## config.mk

```make
export PLATFORM = sky130hd
export DESIGN_NAME = cis_core
export DESIGN_NICKNAME = d
export VERILOG_FILES = /design/src/rtl/cis_pkg.sv /design/src/rtl/cis_file_ram.sv /design/src/rtl/cis_core.sv
export SDC_FILE = /design/constraint.sdc
export NUM_CORES = 1
export LEC_CHECK = 0
export ABC_AREA = 1
export BUFFER_PORTS_ARGS = -buffer_cell sky130_fd_sc_hd__buf_2
export CAP_MARGIN = 20
export CORE_ASPECT_RATIO = 0.8
export CORE_MARGIN = 8
export CORE_UTILIZATION = 25
export DETAILED_ROUTE_END_ITERATION = 8
export MAX_ROUTING_LAYER = met4
export PLACE_DENSITY = 0.47
export SYNTH_ARGS = -nofsm -noshare
export SYNTH_HDL_FRONTEND = slang
export SYNTH_HIERARCHICAL = 1
export SYNTH_SLANG_ARGS = --single-unit
```

## constraint.sdc

```tcl
create_clock -name ref_clk -period 14.99 [get_ports ref_clk]
set_clock_uncertainty 0.2 [all_clocks]
set_input_delay 0.7495 -clock ref_clk [delete_from_list [all_inputs] [get_ports ref_clk]]
set_output_delay 0.7495 -clock ref_clk [all_outputs]
set_load 0.005 [all_outputs]
```

## src/rtl/cis_pkg.sv

```systemverilog
// shared constants and types for the core instruction subset block
package cis_pkg;

  // apb byte offsets
  localparam logic [7:0] CIS_OFF_CMD    = 8'h00;
  localparam logic [7:0] CIS_OFF_STATUS = 8'h04;
  localparam logic [7:0] CIS_OFF_WORK   = 8'h08;
  localparam logic [7:0] CIS_OFF_PC     = 8'h0c;
  localparam logic [7:0] CIS_OFF_LATCH  = 8'h10;
  localparam logic [7:0] CIS_OFF_STACK  = 8'h14;
  localparam logic [7:0] CIS_OFF_FADDR  = 8'h18;
  localparam logic [7:0] CIS_OFF_FDATA  = 8'h1c;
  localparam logic [7:0] CIS_OFF_WAKE   = 8'h20;

  // status word bit positions
  localparam int CIS_ST_BUSY  = 5;
  localparam int CIS_ST_SLEEP = 6;
  localparam int CIS_ST_SKIP  = 7;

  // widths and depth
  localparam int CIS_DW = 8;
  localparam int CIS_FAW = 7;
  localparam int CIS_DEPTH = 128;
  localparam int CIS_PCW = 13;
  localparam int CIS_KW = 11;
  localparam int CIS_LATHW = 5;

  // values after reset
  localparam logic [7:0]  CIS_RST_WORK   = 8'h00;
  localparam logic [12:0] CIS_RST_PC     = 13'h0000;
  localparam logic [4:0]  CIS_RST_LATCH  = 5'h00;
  localparam logic [6:0]  CIS_RST_FADDR  = 7'h00;
  localparam logic [4:0]  CIS_RST_FLAGS  = 5'h18;

  typedef enum logic [3:0] {
    CIS_NOP,
    CIS_SKIP_IF_BIT_SET_OP,
    CIS_WATCHDOG_CLEAR_OP,
    CIS_CALL_OP,
    CIS_COMPLEMENT_FILE_OP,
    CIS_CLEAR_FILE_OP,
    CIS_CLEAR_WORKING_OP,
    CIS_DECREMENT_FILE_OP,
    CIS_ROTATE_LEFT_CARRY_OP,
    CIS_ROTATE_RIGHT_CARRY_OP,
    CIS_SLEEP_OP,
    CIS_LITERAL_SUBTRACT_OP
  } cis_op_e;

  // command word as written to the command register
  typedef struct packed {
    logic [10:0] k;
    logic [6:0]  fAddr;
    logic [2:0]  bitSel;
    logic        dest;
    cis_op_e     op;
  } cis_cmd_s;

  // status flags, msb first, low five bits of status
  typedef struct packed {
    logic timeoutFlag;
    logic powerdownFlag;
    logic zeroFlag;
    logic digitCarryFlag;
    logic carryFlag;
  } cis_flags_s;

  localparam int CIS_CMD_W = $bits(cis_cmd_s);

endpackage : cis_pkg

```

## src/rtl/cis_file_ram.sv

```systemverilog
// file register memory with registered read data
`timescale 1ns/1ps
`default_nettype none
module cis_file_ram
  import cis_pkg::*;
(
  // clock
  input  wire logic               ref_clk,
  // write port
  input  wire logic               we,
  input  wire logic [CIS_FAW-1:0] addr,
  input  wire logic [CIS_DW-1:0]  wdata,
  // read port
  output logic      [CIS_DW-1:0]  rdata_r
);

  logic [CIS_DW-1:0] mem [CIS_DEPTH];

  always_ff @(posedge ref_clk) begin
    if (we) begin
      mem[addr] <= wdata;
    end
  end

  always_ff @(posedge ref_clk) begin
    rdata_r <= mem[addr];
  end

endmodule : cis_file_ram
`default_nettype wire

```

## src/rtl/cis_core.sv

```systemverilog
// executes the instruction subset written over apb
// Functional notes
// (RULE1) bit-test skip: bit set discards next instruction, runs a no-op, flags unchanged
// (RULE2) watchdog clear zeroes watchdog and prescaler, sets timeout and powerdown flags
// (RULE3) call pushes pc plus one, loads 11-bit target, upper bits from latch 4:3
// (RULE4) complement inverts file register, result to working or file, zero updated
// (RULE5) clear file writes zero to file register and sets zero flag
// (RULE6) clear working writes zero to working register and sets zero flag
// (RULE7) decrement subtracts one, result to chosen destination, zero updated
// (RULE8) rotate left through carry: carry into bit 0, bit 7 out to carry
// (RULE9) rotate right through carry: carry into bit 7, bit 0 out to carry
// (RULE10) sleep clears watchdog, sets timeout, clears powerdown, halts with oscillator stopped
// (RULE11) literal minus working to working; carry and digit carry as no-borrow; zero updated
// (RULE12) all data eight bits; zero flag set exactly when stored result is zero; the rotates store a result but leave zero unchanged
`timescale 1ns/1ps
`default_nettype none
module cis_core
  import cis_pkg::*;
(
  // clock and reset
  input  wire logic        ref_clk,
  input  wire logic        reset,
  // apb slave
  input  wire logic        psel,
  input  wire logic        penable,
  input  wire logic        pwrite,
  input  wire logic [7:0]  paddr,
  input  wire logic [31:0] pwdata,
  output logic      [31:0] prdata,
  output logic             pready,
  output logic             pslverr,
  // watchdog and oscillator control
  output logic             watchdogClear,
  output logic             oscStop
);

  typedef enum logic [2:0] {
    CIS_IDLE,
    CIS_FETCH,
    CIS_EXEC,
    CIS_NOP2,
    CIS_SLEEP
  } cis_state_e;

  cis_state_e            state_r;
  cis_state_e            state_nxt;
  cis_cmd_s              cmd_r;
  cis_flags_s            flags_r;
  cis_flags_s            flags_nxt;
  logic [CIS_DW-1:0]     working_r;
  logic [CIS_DW-1:0]     working_nxt;
  logic [CIS_PCW-1:0]    pc_r;
  logic [CIS_PCW-1:0]    stackTop_r;
  logic [CIS_LATHW-1:0]  pcHighLatch_r;
  logic [CIS_FAW-1:0]    fileAddr_r;
  logic                  skipPending_r;
  logic                  discard_r;
  logic                  busy;
  logic                  busyD_r;
  logic                  ack_r;
  logic                  apbDo;
  logic                  apbWr;
  logic                  mapped;
  logic                  wdPulse_r;
  logic [31:0]           prdata_r;
  logic [31:0]           rdMux;
  logic                  ramWe;
  logic [CIS_FAW-1:0]    ramAddr;
  logic [CIS_DW-1:0]     ramWdata;
  logic [CIS_DW-1:0]     fileVal;
  logic [CIS_DW-1:0]     result;
  logic                  toFile;
  logic                  isSkipSet;
  logic [CIS_DW:0]       subDiff;

  // apb decode and handshake
  assign busy = (state_r != CIS_IDLE) && (state_r != CIS_SLEEP);
  assign mapped = (paddr == CIS_OFF_CMD) || (paddr == CIS_OFF_STATUS) ||
                  (paddr == CIS_OFF_WORK) || (paddr == CIS_OFF_PC) ||
                  (paddr == CIS_OFF_LATCH) || (paddr == CIS_OFF_STACK) ||
                  (paddr == CIS_OFF_FADDR) || (paddr == CIS_OFF_FDATA) ||
                  (paddr == CIS_OFF_WAKE);
  assign pready = ack_r;
  assign pslverr = ack_r && !mapped;
  assign prdata = prdata_r;
  assign apbDo = psel && penable && ack_r;
  assign apbWr = apbDo && pwrite && mapped;
  assign watchdogClear = wdPulse_r;
  assign oscStop = (state_r == CIS_SLEEP);

  always_ff @(posedge ref_clk) begin
    if (reset) begin
      busyD_r <= 1'b0;
    end else begin
      busyD_r <= busy;
    end
  end

  // one wait state, held off while an instruction runs
  always_ff @(posedge ref_clk) begin
    if (reset) begin
      ack_r <= 1'b0;
    end else begin
      ack_r <= psel && penable && !ack_r && !busy && !busyD_r;
    end
  end

  always_comb begin
    rdMux = 32'h0000_0000;
    case (paddr)
      CIS_OFF_CMD: rdMux[CIS_CMD_W-1:0] = cmd_r;
      CIS_OFF_STATUS: begin
        rdMux[$bits(cis_flags_s)-1:0] = flags_r;
        rdMux[CIS_ST_BUSY] = busy;
        rdMux[CIS_ST_SLEEP] = (state_r == CIS_SLEEP);
        rdMux[CIS_ST_SKIP] = skipPending_r;
      end
      CIS_OFF_WORK: rdMux[CIS_DW-1:0] = working_r;
      CIS_OFF_PC: rdMux[CIS_PCW-1:0] = pc_r;
      CIS_OFF_LATCH: rdMux[CIS_LATHW-1:0] = pcHighLatch_r;
      CIS_OFF_STACK: rdMux[CIS_PCW-1:0] = stackTop_r;
      CIS_OFF_FADDR: rdMux[CIS_FAW-1:0] = fileAddr_r;
      CIS_OFF_FDATA: rdMux[CIS_DW-1:0] = fileVal;
      default: rdMux = 32'h0000_0000;
    endcase
  end

  always_ff @(posedge ref_clk) begin
    if (reset) begin
      prdata_r <= 32'h0000_0000;
    end else if (psel && penable && !ack_r && !pwrite) begin
      prdata_r <= rdMux;
    end
  end

  // file register memory
  assign ramAddr = busy ? cmd_r.fAddr : fileAddr_r;
  assign toFile = cmd_r.dest;

  cis_file_ram u_ram (
    .ref_clk (ref_clk),
    .we      (ramWe),
    .addr    (ramAddr),
    .wdata   (ramWdata),
    .rdata_r (fileVal)
  );

  always_ff @(posedge ref_clk) begin
    if (reset) begin
      fileAddr_r <= CIS_RST_FADDR;
    end else if (apbWr && paddr == CIS_OFF_FADDR) begin
      fileAddr_r <= pwdata[CIS_FAW-1:0];
    end
  end

  always_ff @(posedge ref_clk) begin
    if (reset) begin
      pcHighLatch_r <= CIS_RST_LATCH;
    end else if (apbWr && paddr == CIS_OFF_LATCH) begin
      pcHighLatch_r <= pwdata[CIS_LATHW-1:0];
    end
  end

  always_ff @(posedge ref_clk) begin
    if (reset) begin
      cmd_r <= '0;
    end else if (apbWr && paddr == CIS_OFF_CMD && state_r == CIS_IDLE) begin
      cmd_r <= pwdata[CIS_CMD_W-1:0];
    end
  end

  assign isSkipSet = fileVal[cmd_r.bitSel];
  assign subDiff = {1'b0, cmd_r.k[CIS_DW-1:0]} - {1'b0, working_r};

  // datapath of the executing instruction
  always_comb begin
    result = fileVal;
    flags_nxt = flags_r;
    ramWe = 1'b0;
    ramWdata = pwdata[CIS_DW-1:0];
    working_nxt = working_r;
    if (state_r == CIS_EXEC) begin
      case (cmd_r.op)
        CIS_WATCHDOG_CLEAR_OP: begin
          // (RULE2) flags set
          flags_nxt.timeoutFlag = 1'b1;
          flags_nxt.powerdownFlag = 1'b1;
        end
        CIS_SLEEP_OP: begin
          // (RULE10) flags for sleep
          flags_nxt.timeoutFlag = 1'b1;
          flags_nxt.powerdownFlag = 1'b0;
        end
        CIS_COMPLEMENT_FILE_OP: begin
          // (RULE4) invert file
          result = ~fileVal;
          flags_nxt.zeroFlag = (result == 8'h00);
        end
        CIS_CLEAR_FILE_OP: begin
          // (RULE5) clear file
          result = 8'h00;
          flags_nxt.zeroFlag = 1'b1;
        end
        CIS_CLEAR_WORKING_OP: begin
          // (RULE6) clear working
          result = 8'h00;
          flags_nxt.zeroFlag = 1'b1;
        end
        CIS_DECREMENT_FILE_OP: begin
          // (RULE7) decrement file
          result = fileVal - 8'h01;
          // (RULE12) zero from result
          flags_nxt.zeroFlag = (result == 8'h00);
        end
        CIS_ROTATE_LEFT_CARRY_OP: begin
          // (RULE8) rotate left
          result = {fileVal[CIS_DW-2:0], flags_r.carryFlag};
          flags_nxt.carryFlag = fileVal[CIS_DW-1];
        end
        CIS_ROTATE_RIGHT_CARRY_OP: begin
          // (RULE9) rotate right
          result = {flags_r.carryFlag, fileVal[CIS_DW-1:1]};
          flags_nxt.carryFlag = fileVal[0];
        end
        CIS_LITERAL_SUBTRACT_OP: begin
          // (RULE11) literal minus working
          result = subDiff[CIS_DW-1:0];
          flags_nxt.carryFlag = (working_r <= cmd_r.k[CIS_DW-1:0]);
          flags_nxt.digitCarryFlag = (working_r[3:0] <= cmd_r.k[3:0]);
          flags_nxt.zeroFlag = (result == 8'h00);
        end
        default: result = fileVal;
      endcase
      case (cmd_r.op)
        CIS_CLEAR_FILE_OP: begin
          ramWe = 1'b1;
          ramWdata = result;
        end
        CIS_CLEAR_WORKING_OP, CIS_LITERAL_SUBTRACT_OP: working_nxt = result;
        CIS_COMPLEMENT_FILE_OP, CIS_DECREMENT_FILE_OP,
        CIS_ROTATE_LEFT_CARRY_OP, CIS_ROTATE_RIGHT_CARRY_OP: begin
          ramWe = toFile;
          ramWdata = result;
          if (!toFile) begin
            working_nxt = result;
          end
        end
        default: working_nxt = working_r;
      endcase
    end else if (state_r == CIS_IDLE && apbWr && paddr == CIS_OFF_FDATA) begin
      ramWe = 1'b1;
    end else if (state_r == CIS_IDLE && apbWr && paddr == CIS_OFF_WORK) begin
      working_nxt = pwdata[CIS_DW-1:0];
    end
  end

  always_ff @(posedge ref_clk) begin
    if (reset) begin
      flags_r <= CIS_RST_FLAGS;
      working_r <= CIS_RST_WORK;
    end else begin
      flags_r <= flags_nxt;
      working_r <= working_nxt;
    end
  end

  // sequencer
  always_comb begin
    state_nxt = state_r;
    case (state_r)
      CIS_IDLE: begin
        if (apbWr && paddr == CIS_OFF_CMD) begin
          state_nxt = skipPending_r ? CIS_NOP2 : CIS_FETCH;
        end
      end
      CIS_FETCH: state_nxt = CIS_EXEC;
      CIS_EXEC: begin
        if (cmd_r.op == CIS_SLEEP_OP) begin
          state_nxt = CIS_SLEEP;
        end else if (cmd_r.op == CIS_CALL_OP) begin
          state_nxt = CIS_NOP2;
        end else if (cmd_r.op == CIS_SKIP_IF_BIT_SET_OP && isSkipSet) begin
          state_nxt = CIS_NOP2;
        end else begin
          state_nxt = CIS_IDLE;
        end
      end
      CIS_NOP2: state_nxt = CIS_IDLE;
      CIS_SLEEP: begin
        if (apbWr && paddr == CIS_OFF_WAKE && pwdata[0]) begin
          state_nxt = CIS_IDLE;
        end
      end
      default: state_nxt = CIS_IDLE;
    endcase
  end

  always_ff @(posedge ref_clk) begin
    if (reset) begin
      state_r <= CIS_IDLE;
    end else begin
      state_r <= state_nxt;
    end
  end

  // (RULE1) discard the following instruction
  always_ff @(posedge ref_clk) begin
    if (reset) begin
      skipPending_r <= 1'b0;
    end else if (state_r == CIS_EXEC && cmd_r.op == CIS_SKIP_IF_BIT_SET_OP) begin
      skipPending_r <= isSkipSet;
    end else if (state_r == CIS_IDLE && apbWr && paddr == CIS_OFF_CMD) begin
      skipPending_r <= 1'b0;
    end
  end

  // no-op slot of a discarded command
  always_ff @(posedge ref_clk) begin
    if (reset) begin
      discard_r <= 1'b0;
    end else begin
      discard_r <= (state_r == CIS_IDLE) && (state_nxt == CIS_NOP2);
    end
  end

  // (RULE3) call loads pc and pushes return
  always_ff @(posedge ref_clk) begin
    if (reset) begin
      pc_r <= CIS_RST_PC;
      stackTop_r <= CIS_RST_PC;
    end else if (state_r == CIS_EXEC && cmd_r.op == CIS_CALL_OP) begin
      stackTop_r <= pc_r + 13'h0001;
      pc_r <= {pcHighLatch_r[4:3], cmd_r.k};
    end else if (state_r == CIS_EXEC || (state_r == CIS_NOP2 && discard_r)) begin
      pc_r <= pc_r + 13'h0001;
    end
  end

  // (RULE2) watchdog and prescaler clear pulse
  always_ff @(posedge ref_clk) begin
    if (reset) begin
      wdPulse_r <= 1'b0;
    end else begin
      wdPulse_r <= state_r == CIS_EXEC &&
                    (cmd_r.op == CIS_WATCHDOG_CLEAR_OP || cmd_r.op == CIS_SLEEP_OP);
    end
  end
endmodule : cis_core
`default_nettype wire

```

==> out/qor.csv, run 1 <==
stage,metric,value,unit
placed_design,pre-CTS WS,9.12,ns
placed_design,dpl hpwl,86200,um
synthesis,post-synth top area cell,edfxtp_1,
synthesis,multiplexer area fraction after synthesis,0,
clocking,Clock Tree Root,clkbuf_16,
synthesis,"Distinct cells, synth",43,
cells_and_area,fraction of layout cells with a size suffix above 1,0.0657,
drt,routed vias,36000,
drt,drt via density,4.39,
floorplanning,Initial Utilization,0.252,
drt,number of remaining DRC errors,0,
synthesis,Post-Synth Adder-Cell Area,0.00436,
pwr,Tot Pwr,0.00645,W
global_routing,vias in the first global route,34300,
synthesis,main combinational cell family by area after synthesis,simple AND/OR/NAND/NOR gates,
clocking,clock sink count,1142,
critical_path,CP startpoint,state_r[0]$_SDFF_PP0_,
critical_path,CP Max Fanout,219,
drt,Routed WL,150000,um
synthesis,register area share after synthesis,0.655,
cells_and_area,area of the multi-input gates,0.0155,sq mm
synthesis,Synth Area in Compound Gates,0.0246,
drt,post-route ant nets,0,
synthesis,Synth Area in Simple Gates,0.272,
clocking,clk buf depth,3,
synthesis,Synth Flop Type,edfxtp_1,
sta,Max Fclk,168,MHz
critical_path,critical path class,reg -> reg,
synthesis,Yosys reg bits,1142,
sta,# setup viols final,0,
synthesis,Async SR Flop Fraction,0,
synthesis,Mapped Area,0.0505,sq mm
global_routing,first-pass GRT wire length,222000,um
worst_hold_path,Hold WC Path Type,in -> reg,
global_routing,global route overflow,0,
sta,Period minus WS final,5.94,ns
sta,Fin. Hold Viols,0,
synthesis,Syn Inst Count,5435,
cells_and_area,FILL cells,21200,
sta,setup tns final,0,ns
sta,Slew @ Worst Pin,1.43,ns
floorplanning,Core Area,0.201,sq mm
sta,Final Slew Violations,0,
global_routing,initial antenna violation count,8,
pwr,PD cells,112,mW/mm^2
synthesis,Synth top area share,0.608,
floorplanning,Die Span Y,418,um
synthesis,"top cells by area, synth","edfxtp_1 61%, nand2_1 23%, dfxtp_1 4.7%",
cells_and_area,synth-to-layout area growth,13.5,%
clocking,TritonCTS Buffers,119,
sta,fin crit share,0.396,
synthesis,"top cells by count, synth","3034 x nand2_1, 1024 x edfxtp_1, 345 x nor2_1, 185 x inv_1, 146 x buf_2",
worst_hold_path,HP Start,pwdata[8],
critical_path,reg-to-reg startpoint,state_r[0]$_SDFF_PP0_,
job,Max Cap Viol,0,
synthesis,XOR/XNOR share of the synthesized area,0.00260,
clocking,Clock transition at path regs,0.06,ns
critical_path,Reg2Reg Depth,20,
pwr,Static Leakage,22.7,nW
cells_and_area,FF/Latch Area,0.0331,sq mm
sta,RSZ-0062 raised after global routing,no,
clocking,H-tree depth,3,
outcome,outcome,finished clean,
drt,wire per inst,18.2,um
global_routing,Tot GR Track Use,0.137,
sta,Rel. slew slack,0.0493,
synthesis,"Avg Cell Area, Syn",9.30,sq um
clocking,CTS tree,yes,
drt,DRT iter0 DRCs,3148,
floorplanning,number of placement rows,147,
critical_path,CP endpoint kind,flip-flop,
floorplanning,io pins,81,
synthesis,yosys warns,6,
floorplanning,Die Wd,519,um
floorplanning,die area,0.217,sq mm
cells_and_area,"Core Util, Final",0.285,
clocking,post-CTS setup buffers,0,
critical_path,Worst Path Required,15.45,ns
cells_and_area,nets@finish,5492,
pwr,VDD IR max,0.0000961,V
synthesis,Post-synth EDFFs,1024,
critical_path,crit path DAT,6.41,ns
clocking,clock latency on the worst-skew pair,0.75,ns
drt,first drt pass iteration count,5,
worst_hold_path,Worst Hold Depth,3,
synthesis,most numerous cell in the Yosys netlist,nand2_1,
critical_path,Critical Path Start Type,flip-flop,
sta,PnR worst setup slack,9.05,ns
placed_design,port bufs,68,
placed_design,gpl congestion,0.847,
global_routing,largest net degree at the start of global routing,220,
-- repair_timing --
item                      in CTS  in global routing
hold endpoints to repair       7                  0
hold buffers                   7                  0
gates resized for setup        0                  0
-- routing by layer --
| layer | routed length [um] | vias to the layer above | track usage |
|---|---|---|---|
| li1 | - | 17500 | - |
| met1 | 73100 | 17400 | 0.197 |
| met2 | 63100 | 910 | 0.198 |
| met3 | 9580 | 235 | 0.0243 |
| met4 | 3830 | 0 | 0.0369 |
| met5 | 0 | - | - |
-- final timing paths --
path,end,slack (ns)
max,u_ram/rdata_r[0]$_DFF_P_,9.05
min,cmd_r[8]$_SDFFE_PP0P_,0.09
max reg2reg,u_ram/rdata_r[0]$_DFF_P_,9.05
min reg2reg,pready$_SDFF_PP0_,0.26
-- registers in the layout, summed over array words and instances (netlist names), 3 cells and up --
name,flops
flags_r,4
prdata,26
u_ram/mem,1024
state_r,3
fileAddr_r,7
working_r,8
pc_r,13
u_ram/rdata_r,8
cmd_r,25
stackTop_r,13
pcHighLatch_r,5
-- power by group --
part	switching, W	internal [W]
Sequential	0.00000106	0.00347
Combinational	0.0000737	0.0000127
Clock	0.00127	0.00163
-- worst max-delay path, stage by stage, from the launching register on --
cell and delay (ns):
dfxtp_1 0.30, inv_1 0.12, nand2_1 0.48, nand2_1 0.29, o21ai_4 0.07, buf_4 0.34, inv_16 0.37, buf_4 0.80
buf_4 0.79, nand2_1 0.11, nand2_1 0.09, nand2_1 0.05, nand2_1 0.09, nand2_1 0.12, nand2_1 0.13, nand2_1 0.06
nand2_1 0.32, nor2_1 0.15, nor2_1 0.15, nor2_1 0.05, nand2_1 0.12
-- stage by stage --
step,hold slack [ns],instance area (sq um),instances
after global placement,0.245,53500,7982
final,0.0858,57300,8214
after detailed placement,0.233,53500,7982
after floorplan,0.173,50600,5440
after global routing,0.0459,57300,8212
after CTS,0.00815,57300,8208
-- cell type report --
class                      count  share of cell area
tap                         2682              0.0585
multi-input combinational   3838               0.270
antenna                        4            0.000175
timing repair buffer         132              0.0151
sequential                  1142               0.577
clock inverter                62             0.00877
clock buffer                 157              0.0569
inverter                     197              0.0134
-- logic make-up after synthesis --
family	after synthesis
fa+ha+maj	17
other cells	1
compound gates	239
xor+xnor	15
flops	1142
buf+inv	460
simple gates	3561
-- layout by cell type (no fill, tap or decap), types with 29 or more instances in the layout --
cell,instances
nand2_1,3030
edfxtp_1,1024
nor2_1,342
inv_1,182
clkbuf_16,122
dfxtp_1,118
nand3_1,102
a21oi_1,98
o21ai_0,97
buf_2,68
buf_4,54
clkinv_1,29
(Power assumes the default switching activity.)
==> run 2, diff against run 1 <==
ABC_AREA = 0   (was 1)
clock period = 5.9 ns   (was 14.99 ns; I/O delays follow)
==> out/qor.csv, run 2 <==
stage,metric,value,unit
floorplanning,Die Span Y,404,um
critical_path,most frequent cell on the critical path,buf_4,
critical_path,CP startpoint,state_r[1]$_SDFF_PP0_,
synthesis,Async SR Flop Fraction,0,
synthesis,Post-synth EDFFs,1024,
critical_path,Slowest cell on crit path,o41ai_1,
synthesis,most numerous cell in the Yosys netlist,edfxtp_1,
cells_and_area,FILL cells,19000,
pwr,combinational share of power,0.014,
sta,Final Slew Violations,0,
clocking,post-CTS setup buffers,0,
pwr,internal power,0.0129,W
sta,Rel. slew slack,0.218,
clocking,CTS tree,yes,
drt,number of remaining DRC errors,0,
floorplanning,die area,0.203,sq mm
critical_path,crit path DAT,5.19,ns
placed_design,"Cell Area, Placed",0.0505,sq mm
drt,DRT iter0 DRCs,3272,
clocking,Post-CTS Resized,0,
outcome,outcome,finished clean,
pwr,Psw,0.00339,W
cells_and_area,fraction of layout cells with a size suffix above 1,0.136,
global_routing,Tot GR Track Use,0.156,
cells_and_area,post-route insts no fill,6056,
clocking,Clock Tree Root,clkbuf_16,
floorplanning,Die Wd,501,um
critical_path,crit path capture,u_ram/rdata_r[0]$_DFF_P_,
pwr,Static Leakage,16.7,nW
pwr,clock power share,0.445,
synthesis,Mapped Area,0.0471,sq mm
placed_design,pre-CTS WS,1.17,ns
drt,Routed WL,160000,um
global_routing,largest net degree at the start of global routing,129,
critical_path,Critical Path Start Type,flip-flop,
drt,drt via density,5.12,
cells_and_area,"commonest non-fill, non-tap cell in the layout",edfxtp_1,
clocking,H-tree depth,3,
critical_path,worst-path cell chain,nor2_1 -> buf_4 -> mux2_8 -> and2_4 -> buf_4 -> a22o_1 -> a221oi_1 -> o22ai_1 -> o41ai_1 -> nand4_1,
clocking,TritonCTS Buffers,116,
synthesis,register area share after synthesis,0.703,
sta,Period minus WS final,4.89,ns
critical_path,Worst Path Required,6.20,ns
clocking,Clock transition at path regs,0.06,ns
global_routing,global route overflow,0,
cells_and_area,Top reg by flops,u_ram/mem,
floorplanning,Core Area,0.187,sq mm
synthesis,"Distinct cells, synth",90,
cells_and_area,FF/Latch Area,0.0331,sq mm
synthesis,Synth Flop Type,edfxtp_1,
synthesis,Yosys reg bits,1142,
floorplanning,io pins,81,
sta,setup tns final,0,ns
sta,Max Fclk,204,MHz
job,Max Cap Viol,0,
sta,Slew @ Worst Pin,1.17,ns
clocking,clock sink count,1142,
placed_design,gpl congestion,0.865,
cells_and_area,synth-to-layout area growth,16.3,%
cells_and_area,nets@finish,3508,
sta,RSZ-0062 raised after global routing,no,
floorplanning,Initial Utilization,0.251,
sta,fin crit share,0.829,
cells_and_area,"commonest cells after routing, fill and taps aside","1024 x edfxtp_1, 318 x nor2_1, 234 x nand2_1, 232 x a221oi_1, 218 x a21oi_1",
global_routing,initial antenna violation count,7,
drt,routed vias,31000,
synthesis,"top cells by area, synth","edfxtp_1 65%, dfxtp_1 5.0%, a221oi_1 4.3%",
pwr,switching share of power,0.208,
critical_path,reg-to-reg startpoint,state_r[1]$_SDFF_PP0_,
floorplanning,number of placement rows,142,
critical_path,Reg2Reg Depth,10,
sta,Fin. Hold Viols,0,
critical_path,reg2reg end,u_ram/rdata_r[0]$_DFF_P_,
critical_path,r2r setup slk,1.01,ns
worst_hold_path,Hold WC Path Type,in -> reg,
synthesis,yosys warns,6,
clocking,clock latency on the worst-skew pair,0.75,ns
sta,# setup viols final,0,
pwr,PD cells,298,mW/mm^2
drt,post-route ant nets,0,
synthesis,"Avg Cell Area, Syn",14.1,sq um
global_routing,vias in the first global route,29600,
pwr,Sequential Power Share,0.540,
synthesis,"top cells by count, synth","1024 x edfxtp_1, 319 x nor2_1, 234 x nand2_1, 232 x a221oi_1, 218 x a21oi_1",
synthesis,Syn Inst Count,3349,
sta,PnR worst setup slack,1.01,ns
critical_path,CP endpoint kind,flip-flop,
placed_design,dpl hpwl,98400,um
sta,WHS,0.110,ns
synthesis,post-synth top area cell,edfxtp_1,
drt,first drt pass iteration count,6,
critical_path,CP Max Fanout,50,
synthesis,Synth top area share,0.653,
pwr,VDD IR max,0.000307,V
cells_and_area,final instance area,0.0547,sq mm
critical_path,critical path class,reg -> reg,
critical_path,crit-path max cell delay,0.80,ns
global_routing,first-pass GRT wire length,226000,um
clocking,clk buf depth,3,
drt,wire per inst,26.4,um
cells_and_area,max FFs per register,1024,
placed_design,port bufs,68,
placed_design,cell count after placement,5799,
cells_and_area,area of the multi-input gates,0.0127,sq mm
[run 2: power groups by stage]
stage	logic, W	clock network [W]	registers (W)
3_3_place_gp	0.000214	0	0.00897
3_5_place_dp	0.000220	0	0.00897
4_1_cts	0.000239	0.00740	0.00880
6_report	0.000236	0.00725	0.00880
5_1_grt	0.000254	0.00769	0.00879
2_1_floorplan	0.0000916	0	0.00899
[run 2: worst max-delay path, delay by kind of cell (launching register included)]
| kind | cells | cell delay (ns) |
|---|---|---|
| compound gates | 4 | 1.86 |
| mux | 1 | 0.56 |
| simple gates | 3 | 0.93 |
| flops | 1 | 0.41 |
| buf+inv | 2 | 0.54 |
[run 2: timing repair]
item | 4_1_cts | 5_1_grt
hold endpoints to repair | 77 | 0
endpoints found under the setup margin | 0 | 0
hold buffers | 46 | 0
[run 2: how the worst min path moves through the flow]
stage,from,endpoint,depth (start not counted)
detailed placement,prdata[0]$_SDFFE_PP0P_,prdata[0]$_SDFFE_PP0P_,2
finish,paddr[5],prdata[0]$_SDFFE_PP0P_,5
CTS,paddr[5],prdata[0]$_SDFFE_PP0P_,5
floorplan,pwdata[0],cmd_r[0]$_SDFFE_PP0P_,2
global route,pwdata[19],cmd_r[19]$_SDFFE_PP0P_,4
global placement,prdata[14]$_SDFFE_PP0P_,prdata[14]$_SDFFE_PP0P_,2
[run 2: cell families (layout without fill, tap and decap cells)]
kind of cell,count (synthesis),count (layout),share of synthesized area
simple gates,762,762,0.0722
other cells,1,8,0.0000797
buf+inv,299,479,0.0310
mux,172,172,0.0421
compound gates,935,935,0.143
flops,1142,1142,0.703
fa+ha+maj,17,17,0.00468
xor+xnor,21,21,0.00391
[run 2: layout make-up]
cell class / instances / share of cell area
sequential: 1142 / 0.605
multi-input combinational: 1913 / 0.232
tap: 2520 / 0.0576
clock buffer: 145 / 0.0564
timing repair buffer: 242 / 0.0355
clock inverter: 61 / 0.0111
inverter: 31 / 0.00217
antenna: 2 / 0.0000914
[run 2: metal layers]
metal	GRT usage	routed length, um	vias to the layer above
met2	0.221	68200	1101
met1	0.229	76200	16300
met4	0.0356	3650	0
met5	-	0	-
li1	-	-	13400
met3	0.0301	11600	221
[run 2: through the flow]
| stage | total power [W] | util |
|---|---|---|
| finish | 0.0163 | 0.292 |
| global route | 0.0167 | 0.292 |
| CTS | 0.0164 | 0.292 |
| detailed placement | 0.00919 | 0.270 |
| global placement | 0.00919 | 0.270 |
| floorplan | 0.00908 | - |
